`src/common/usbg_pkg.sv`:
```
// Package: register map, field positions and reset values for the status and baud block
package usbg_pkg;
    // ==========================================
    // Register addresses (three-bit select)
    localparam logic [2:0] ADDR_RXTX  = 3'h0;
    localparam logic [2:0] ADDR_IEN   = 3'h1;
    localparam logic [2:0] ADDR_LFMT  = 3'h3;
    localparam logic [2:0] ADDR_MCTL  = 3'h4;
    localparam logic [2:0] ADDR_LCF   = 3'h5;
    localparam logic [2:0] ADDR_MLF   = 3'h6;
    localparam logic [2:0] ADDR_SCR   = 3'h7;
    // ==========================================
    // Field positions
    localparam int LCF_AVAIL   = 0;
    localparam int LCF_OVR     = 1;
    localparam int LCF_PAR     = 2;
    localparam int LCF_STOP    = 3;
    localparam int LCF_BRK     = 4;
    localparam int LCF_THV     = 5;
    localparam int LCF_IDLE    = 6;
    localparam int LFMT_DIVSEL = 7;
    localparam int MCTL_LOOP   = 4;
    localparam int IEN_RXLINE  = 2;
    localparam int IEN_THV     = 1;
    localparam int IEN_MODEM   = 3;
    // ==========================================
    // Reset values
    localparam logic [7:0]  LFMT_RST = 8'h00;
    localparam logic [7:0]  MCTL_RST = 8'h00;
    localparam logic [7:0]  IEN_RST  = 8'h00;
    localparam logic [7:0]  SCR_RST  = 8'h00;
    localparam logic [15:0] DIV_RST  = 16'h0000;
    localparam int          DIV_W    = 16;
    // ==========================================
    // Clock rates: input clock may be up to 9 MHz
    localparam int OSC_MAX_KHZ = 9000;
endpackage : usbg_pkg

```
`src/hdl/usbg_status_baud.sv`:
```
// Line status, modem status, scratch and baud divider of a serial element
// Operation
// (RULE_01) Data-available bit 0 set on buffered character, cleared by buffer read.
// (RULE_02) Overrun bit 1 set when new character overwrites unread one.
// (RULE_03) Parity-mismatch bit 2 set on received parity disagreement.
// (RULE_04) Bad-stop bit 3 set when stop bit samples as zero.
// (RULE_05) Break bit 4 set when input low beyond one character time.
// (RULE_06) Reading line status clears bits 1 to 4.
// (RULE_07) Any of bits 1 to 4 sources receiver line status interrupt.
// (RULE_08) Holding-vacant bit 5 set on transfer, cleared on holding write.
// (RULE_09) Holding-vacant with its enable raises its interrupt.
// (RULE_10) Bit 6 high only when holding and shift registers empty.
// (RULE_11) Line status bit 7 reads zero.
// (RULE_12) Software treats line status as read-only outside factory test.
// (RULE_13) Change bits set on input change, all cleared by modem status read.
// (RULE_14) Bits 0,1,3 record any change of CTS, DSR, carrier.
// (RULE_15) Bit 2 set only on ring input rising from low to high.
// (RULE_16) Any change bit with enable raises the modem status interrupt.
// (RULE_17) Bits 4 to 7 return inverted CTS, DSR, ring, carrier.
// (RULE_18) In loopback, bits 4 to 7 follow control bits 1,0,2,3.
// (RULE_19) Eight-bit scratch register with no other effect.
// (RULE_20) Baud generator divides input clock by 1..65535 to 16x rate.
// (RULE_21) Divisor held in two byte latches, loaded at initialisation.
// (RULE_22) Writing either divisor byte reloads the baud counter at once.
// (RULE_23) Divisor latches reachable only with line format bit 7 set.
// (RULE_24) Line status interrupt highest, modem status lowest priority.
`timescale 1ns/1ps
`default_nettype none
module usbg_status_baud
    import usbg_pkg::*;
#(
    parameter int DivW = usbg_pkg::DIV_W
) (
    // Clock and reset
    input  wire logic            clk,
    input  wire logic            rst_b,
    // Processor register port
    input  wire logic [2:0]      regAddr,
    input  wire logic            rdStb,
    input  wire logic            wrStb,
    input  wire logic [7:0]      wrData,
    output logic [7:0]           rdData,
    // Receiver events, same clock
    input  wire logic            rxCharDone,
    input  wire logic            rxParityBad,
    input  wire logic            rxStopBad,
    input  wire logic            rxBreakSeen,
    // Transmitter events, same clock
    input  wire logic            txHoldToShift,
    input  wire logic            txShiftBusy,
    // Modem input pins, active low
    input  wire logic            ctsInB,
    input  wire logic            dsrInB,
    input  wire logic            ringInB,
    input  wire logic            carrierDetectInB,
    // Settings to the shift logic
    output logic [7:0]           lineFormat,
    output logic [7:0]           modemControl,
    output logic                 txHoldWrite,
    output logic                 rxBufRead,
    // Baud and interrupts
    output logic                 baudTick,
    output logic                 irqRxLine,
    output logic                 irqTxHold,
    output logic                 irqModem,
    output logic [1:0]           irqCode
);
    import usbg_pkg::*;

    // ==========================================
    // Reset release
    logic rstMeta_r;
    logic rstSync_r;
    always_ff @(posedge clk or negedge rst_b) begin
        if (!rst_b) begin
            rstMeta_r <= 1'b0;
            rstSync_r <= 1'b0;
        end else begin
            rstMeta_r <= 1'b1;
            rstSync_r <= rstMeta_r;
        end
    end
    wire logic rstN = rstSync_r;

    // ==========================================
    // Pin synchronisers; first stage read only by second
    logic [3:0] pinMeta_r;
    logic [3:0] pinSync_r;
    always_ff @(posedge clk or negedge rstN) begin
        if (!rstN) begin
            pinMeta_r <= 4'hf;
            pinSync_r <= 4'hf;
        end else begin
            pinMeta_r <= {carrierDetectInB, ringInB, dsrInB, ctsInB};
            pinSync_r <= pinMeta_r;
        end
    end

    // ==========================================
    // Registers
    logic [7:0]      lfmt_r;
    logic [7:0]      mctl_r;
    logic [7:0]      ien_r;
    logic [7:0]      scr_r;
    logic [DivW-1:0] div_r;
    logic [DivW-1:0] baudCnt_r;
    logic            avail_r;
    logic [3:0]      err_r;
    logic            thv_r;
    logic [3:0]      delta_r;
    logic [3:0]      lvlPrev_r;

    // ==========================================
    // Decode
    wire logic divSel   = lfmt_r[LFMT_DIVSEL];
    wire logic hitRxTx  = (regAddr == ADDR_RXTX);
    wire logic hitIen   = (regAddr == ADDR_IEN);
    wire logic wrDivLo  = wrStb && hitRxTx && divSel; // RULE_23
    wire logic wrDivHi  = wrStb && hitIen && divSel; // RULE_23
    wire logic wrThr    = wrStb && hitRxTx && !divSel; // RULE_23
    wire logic wrIen    = wrStb && hitIen && !divSel;
    wire logic rdRbr    = rdStb && hitRxTx && !divSel;
    wire logic rdLcf    = rdStb && (regAddr == ADDR_LCF);
    wire logic rdMlf    = rdStb && (regAddr == ADDR_MLF);
    assign txHoldWrite  = wrThr;
    assign rxBufRead    = rdRbr;
    assign lineFormat   = lfmt_r;
    assign modemControl = mctl_r;

    // Modem levels, active high; loopback takes control bits 1,0,2,3
    wire logic       loopOn = mctl_r[MCTL_LOOP];
    wire logic [3:0] lvlPin = ~pinSync_r; // RULE_17
    wire logic [3:0] lvlLoop = {mctl_r[3], mctl_r[2], mctl_r[0], mctl_r[1]}; // RULE_18
    wire logic [3:0] lvlNow = loopOn ? lvlLoop : lvlPin;
    // Ring bit 2 fires when active level falls, i.e. pin rises
    wire logic [3:0] deltaEv = {lvlNow[3] ^ lvlPrev_r[3],
                                lvlPrev_r[2] & ~lvlNow[2],
                                lvlNow[1:0] ^ lvlPrev_r[1:0]}; // RULE_14 RULE_15

    // Error events in bit order 1..4
    wire logic       ovrEv = rxCharDone && avail_r && !rdRbr; // RULE_02
    wire logic [3:0] errEv = {rxBreakSeen, rxStopBad && rxCharDone,
                              rxParityBad && rxCharDone, ovrEv}; // RULE_03 RULE_04 RULE_05

    wire logic       txIdle = thv_r && !txShiftBusy; // RULE_10
    wire logic [7:0] lcfView = {1'b0, txIdle, thv_r, err_r, avail_r}; // RULE_11
    wire logic [7:0] mlfView = {lvlNow, delta_r};

    // ==========================================
    // Read mux
    always_comb begin
        case (regAddr)
            ADDR_RXTX: rdData = divSel ? div_r[7:0] : 8'h00;
            ADDR_IEN:  rdData = divSel ? div_r[15:8] : ien_r;
            ADDR_LFMT: rdData = lfmt_r;
            ADDR_MCTL: rdData = mctl_r;
            ADDR_LCF:  rdData = lcfView;
            ADDR_MLF:  rdData = mlfView;
            ADDR_SCR:  rdData = scr_r; // RULE_19
            default:   rdData = 8'h00;
        endcase
    end

    // ==========================================
    // Control registers
    always_ff @(posedge clk or negedge rstN) begin
        if (!rstN) begin
            lfmt_r <= LFMT_RST;
            mctl_r <= MCTL_RST;
            ien_r  <= IEN_RST;
            scr_r  <= SCR_RST;
        end else begin
            if (wrStb && regAddr == ADDR_LFMT) lfmt_r <= wrData;
            if (wrStb && regAddr == ADDR_MCTL) mctl_r <= {3'h0, wrData[4:0]};
            if (wrIen) ien_r <= {4'h0, wrData[3:0]};
            if (wrStb && regAddr == ADDR_SCR) scr_r <= wrData; // RULE_19
        end
    end

    // ==========================================
    // Line status flags; a set in the same cycle beats the clear
    always_ff @(posedge clk or negedge rstN) begin
        if (!rstN) begin
            avail_r <= 1'b0;
            err_r   <= 4'h0;
            thv_r   <= 1'b1;
        end else begin
            if (rxCharDone) avail_r <= 1'b1; // RULE_01
            else if (rdRbr) avail_r <= 1'b0; // RULE_01
            err_r <= (rdLcf ? 4'h0 : err_r) | errEv; // RULE_06
            if (txHoldToShift) thv_r <= 1'b1; // RULE_08
            else if (wrThr) thv_r <= 1'b0; // RULE_08
        end
    end
    // Factory-test writes to line status are ignored here; software keeps it read-only (RULE_12)

    // ==========================================
    // Modem change flags
    always_ff @(posedge clk or negedge rstN) begin
        if (!rstN) begin
            delta_r   <= 4'h0;
            lvlPrev_r <= 4'h0;
        end else begin
            lvlPrev_r <= lvlNow;
            delta_r   <= (rdMlf ? 4'h0 : delta_r) | deltaEv; // RULE_13
        end
    end

    // ==========================================
    // Baud divider: a divisor of zero holds the tick off
    always_ff @(posedge clk or negedge rstN) begin
        if (!rstN) begin
            div_r     <= DIV_RST;
            baudCnt_r <= DIV_RST;
            baudTick  <= 1'b0;
        end else begin
            baudTick <= 1'b0;
            if (wrDivLo || wrDivHi) begin
                div_r     <= wrDivLo ? {div_r[15:8], wrData} : {wrData, div_r[7:0]}; // RULE_21
                baudCnt_r <= wrDivLo ? {div_r[15:8], wrData} : {wrData, div_r[7:0]}; // RULE_22
            end else if (div_r != DIV_RST) begin
                if (baudCnt_r <= DivW'(1)) begin
                    baudCnt_r <= div_r; // RULE_20
                    baudTick  <= 1'b1; // RULE_20
                end else begin
                    baudCnt_r <= baudCnt_r - DivW'(1);
                end
            end
        end
    end

    // ==========================================
    // Interrupt sources and priority
    assign irqRxLine = ien_r[IEN_RXLINE] && (err_r != 4'h0); // RULE_07
    assign irqTxHold = ien_r[IEN_THV] && thv_r; // RULE_09
    assign irqModem  = ien_r[IEN_MODEM] && (delta_r != 4'h0); // RULE_16
    // 3 line, 2 data ready, 1 holding, 0 modem or none
    assign irqCode = irqRxLine ? 2'h3 :
                     (ien_r[0] && avail_r) ? 2'h2 :
                     irqTxHold ? 2'h1 : 2'h0; // RULE_24
endmodule : usbg_status_baud
`default_nettype wire

```
`config.mk`:
```
export PLATFORM = sky130hd
export DESIGN_NAME = usbg_status_baud
export DESIGN_NICKNAME = d
export VERILOG_FILES = /design/src/common/usbg_pkg.sv /design/src/hdl/usbg_status_baud.sv
export SDC_FILE = /design/constraint.sdc
export NUM_CORES = 1
export LEC_CHECK = 0
export ABC_AREA = 0
export BUFFER_PORTS_ARGS = -buffer_cell sky130_fd_sc_hd__buf_4
export CAP_MARGIN = 20
export CORE_MARGIN = 2
export CORE_UTILIZATION = 45
export CTS_CLUSTER_DIAMETER = 30
export DETAILED_ROUTE_END_ITERATION = 10
export GPL_ROUTABILITY_DRIVEN = 1
export PLACE_DENSITY_LB_ADDON = 0.2
export REMOVE_ABC_BUFFERS = 1
export SETUP_SLACK_MARGIN = 0.15
export SLEW_MARGIN = 20
export SYNTH_ARGS = -nofsm -noshare
export SYNTH_HDL_FRONTEND = slang
export SYNTH_SLANG_ARGS = --single-unit
```
`constraint.sdc`:
```
create_clock -name clk -period 7.6 [get_ports clk]
set_input_delay 1.14 -clock clk [delete_from_list [all_inputs] [get_ports clk]]
set_output_delay 1.14 -clock clk [all_outputs]
set_load 0.01 [all_outputs]
```
Word level (Yosys, flattened, before mapping)
Index checks and enable logic that the tools add are counted.

Flip-flop bits (word level): 82. Output and inout bits: 32. Word-level logic and storage cells: 84.

Add/subtract/negate cells: 1. Order comparisons: 1. Equal/unequal tests: 6. Mux-type cells: 20. Bitwise gates (word level): 7. Reduce and logical (&&, ||, !) cells: 33.

Operators by type and width (count): 2-to-1 mux 16 bit (4); case mux 8 bit (7 select lines) (1); logical AND 1 bit (22); less-or-equal comparator 16 x 1 -> 1 bit (second input constant) (1); 2-to-1 mux 8 bit (2); nonzero test 16 bit (1); subtractor 16 x 1 -> 16 bit (second input constant) (1); equality test 3 bit (second input constant) (4); 2-to-1 mux 4 bit (3); 2-to-1 mux 1 bit (8); OR 4 bit (2); nonzero test 4 bit (2); nonzero test 2 bit (3); 2-to-1 mux 2 bit (2); inverter 4 bit (1); equality test 3 x 1 -> 1 bit (second input constant) (1); equality test 3 x 2 -> 1 bit (second input constant) (1); zero test 1 bit (3); zero test 3 bit (1); bitwise XOR 2 bit (1); AND 1 bit (1); logical OR 1 bit (1); inverter 1 bit (1); bitwise XOR 1 bit (1).

Depth between registers and ports, before layout
Depth in word-level cells: 6. Gate-level depth with buffers: 8. Mapped depth without buffers: 7.

Worst setup path after synthesis
Ideal clock, no wire load.

Path kind: input-to-output. From: in regAddr[0]. To: out rdData[0]. Arrival time: 2.430 ns. Required time: 6.460 ns. Slack: 4.030 ns. Cell stages on the path: 6. Buffers on the path: 3. Cell sequence: buf_2 > buf_1 > buf_1 > mux4_2 > nand2_1 > o21ai_0.

Word-level cells in the longest chain between the ends: 2.

Ends and longest elaborated chain: start, declared (RTL line usbg_status_baud.sv:38) `input wire logic [2:0] regAddr,`; equality test 3 bit (tied with other cells) (RTL line usbg_status_baud.sv:152) `case (regAddr)`; case mux 8 bit (7 select lines) (*) (RTL line usbg_status_baud.sv:152); end, declared (RTL line usbg_status_baud.sv:42) `output logic [7:0] rdData,`.

Mark *: on every way between the ends. The rest lies on a longest branch, timed or not.

Worst setup path in the final report
From: in regAddr[1]. To: out rdData[7].

The elaborated chain is that of the path after synthesis.

==> impl_metrics.tcl <==
set metrics [dict create \
    cp.required_ns 6.46 \
    hold_buffers 0 \
    port_buffers 53 \
    yosysTopAreaCellShare 0.420 \
    fp.coreArea_um2 9330 \
    antennaDiodeCount 0 \
    tightest_slew_ns 0.854 \
    ios 57 \
    synth_edf_count 0 \
    grt_usage 0.245 \
    gr-total-overflow 0 \
    p_leak_uw 0.00221 \
    async_reset_ff_frac 1.00 \
    drv_cap 0 \
    dp_hpwl_um 8560 \
    clk_pin_slew_worst_paths_ns 0.10 \
    fin_nets 490 \
    synth.distinct_cells 68 \
    skew_ns 0.0180 \
    netlist_top_cells_area "dfrtp_1 42%, mux2_2 9.8%, dfstp_2 5.4%" \
    rsz0062_at_grt "false" \
    ys_ff_latch 82 \
    reg2reg_depth 5 \
    hp-class "reg2async" \
    rows 35 \
    max-vdd-ir-drop_v 0.000157 \
    cts_sinks 82 \
    viasPerCell 5.95 \
    grt_pass1_vias 3363 \
    antenna_found_initial 0 \
    die_y_um 102 \
    yosys_warnings 0 \
    syn_area_um2 4350 \
    cts.path.max_buffers 2 \
    final_common_cell "dfrtp_1" \
    criticalPathCategory "in2out" \
    r2r-start "lineFormat[7]" \
    h-tree-depth 3 \
    finalCriticalPeriod_ns 3.77 \
    worstSetupEndpointType "primary output" \
    power-per-cell-area_nw_per_um2 296 \
    area_growth_pct 16.4 \
    avgSynthCellArea_um2 10.4 \
    utilization 0.544 \
    wl_met1_um 5900 \
    synthCells 419 \
    finalHoldViolCount 0 \
    grt_pass1_wl_um 19100 \
    initial_utilization 0.467 \
    first_pass_iters 5 \
    fmax_mhz 265 \
    start_kind "primary input" \
    cp.arrival_ns 2.63 \
    seq_area_frac_synth 0.474 \
    drtIter0Drc 266 \
    via_count 3552 \
    final_antenna_net_count 0 \
    setup_tns_ns 0 \
    r2r-end "baudCnt_r[12]" \
    maxUsedRoutingLayer "met4" \
    grt_max_degree 81 \
    dp.cells 580 \
    r2r_slack_ns 5.00 \
    gp_congestion 0.913 \
    post_drt_wl_per_cell_um 20.2 \
    synthFlopType "dfrtp_1" \
    routed_wl_um 12100 \
    startpoint "regAddr[1]" \
    die_w_um 102 \
    cts-resized-gates 0 \
    period_share 0.496 \
    cts_buffers 9 \
    routed-wl-met3_um 708 \
    setup_viol 0 \
    drive_gt1_frac 0.278 \
    dieArea_um2 10500 \
    post_cts_buffers 0 \
    status "complete, no violations" \
    yosysTopAreaCell "dfrtp_1" \
    fin_cells 597 \
    remaining_drc_errors 0 \
    cts_tree "done" \
    crit_fanout 30 \
    insertion_delay_ns 0.36 \
    nFillCells 868 \
    relSlewSlack 0.427 \
    drv_slew 0 \
    most-common-layout-cells "72 x dfrtp_1, 53 x buf_4, 47 x nand2_1" \
    route.met2.wl_um 5280 \
    cts_root_buf "clkbuf_8" \
]
-- how the worst max path moves through the flow --
| stage | to | slack (ns) | cells past startpoint |
|---|---|---|---|
| after floorplan | rdData[7] | 4.43 | 5 |
| after global routing | rdData[7] | 3.70 | 7 |
| after CTS | rdData[7] | 3.84 | 7 |
| after global placement | rdData[7] | 3.94 | 7 |
| final | rdData[7] | 3.83 | 7 |
| after detailed placement | rdData[7] | 3.85 | 7 |
-- power breakdown --
part           switching, µW  internal, µW
registers                157           550
logic                    212           214
clock network            177           191
total                    547           955
-- per-stage QoR --
step	worst slack [ns]	hold slack (ns)	power, µW	cell area, µm²
after floorplan	4.43	0.331	954	4250
after global placement	3.94	0.341	1120	4810
after detailed placement	3.85	0.340	1130	4810
after CTS	3.84	0.352	1500	5040
after global routing	3.70	0.302	1590	5070
final	3.83	0.268	1500	5070
-- synth_stat cells, types with 3 or more instances --
cell and count:
mux2_2 38, and2_1 3, clkbuf_1 7, or3_1 3, a32oi_1 4, nor3_1 11
nand4_1 4, dfrtp_1 73, a21oi_1 21, dfstp_2 9, o211ai_1 3, o21ai_0 20
mux2i_1 20, nand2b_1 3, nand3_1 10, buf_2 5, a31oi_1 4, nor4_1 8
and3_1 6, xnor2_1 5, o21ai_1 7, a21o_1 6, or4_1 3, a22oi_1 3
nand2_1 47, nor2_1 14, inv_1 14, o2bb2ai_1 3, buf_4 3, nor2b_1 5
buf_1 7
-- kinds of logic (layout without fill, tap and decap cells) --
family                   after synthesis  count (layout)  synth area share
buffers and inverters                 37              84            0.0376
AND/OR/NAND/NOR                      130             130             0.159
XOR/XNOR                               6               6            0.0121
flip-flops                            82              82             0.474
AO/OA/AOI/OAI                        100             100             0.155
adder cells (fa/ha/maj)                2               2           0.00575
other                                  2               4           0.00172
multiplexers                          60              60             0.155
-- critical path, stage by stage --
cell      delay (ns)
buf_4           0.21
nor2_1          0.51
nand2_1         0.12
a21oi_1         0.21
o21bai_1        0.10
a21oi_1         0.19
buf_4           0.15
-- sequential cells by signal, indices dropped and copies added, names as in the netlist, 5 cells and up --
signal and flops:
modemControl 5, scr_r 8, baudCnt_r 16, lineFormat 8
div_r 16
-- layout make-up --
cell class,count,area (µm²),share of cell area
multi-input cells,302,2130,0.421
clock inverters,7,105,0.0207
well taps,129,161,0.0318
flip-flops and latches,82,2070,0.408
repair buffers,54,425,0.0839
inverters,14,52.6,0.0104
clock buffers,9,124,0.0244
-- metal layers --
layer  GRT usage  up-vias
li1            -     1633
met1       0.382     1762
met2       0.354      142
met3      0.0342       15
met4      0.0749        0
met5           0        -
(Power assumes the default switching activity.)
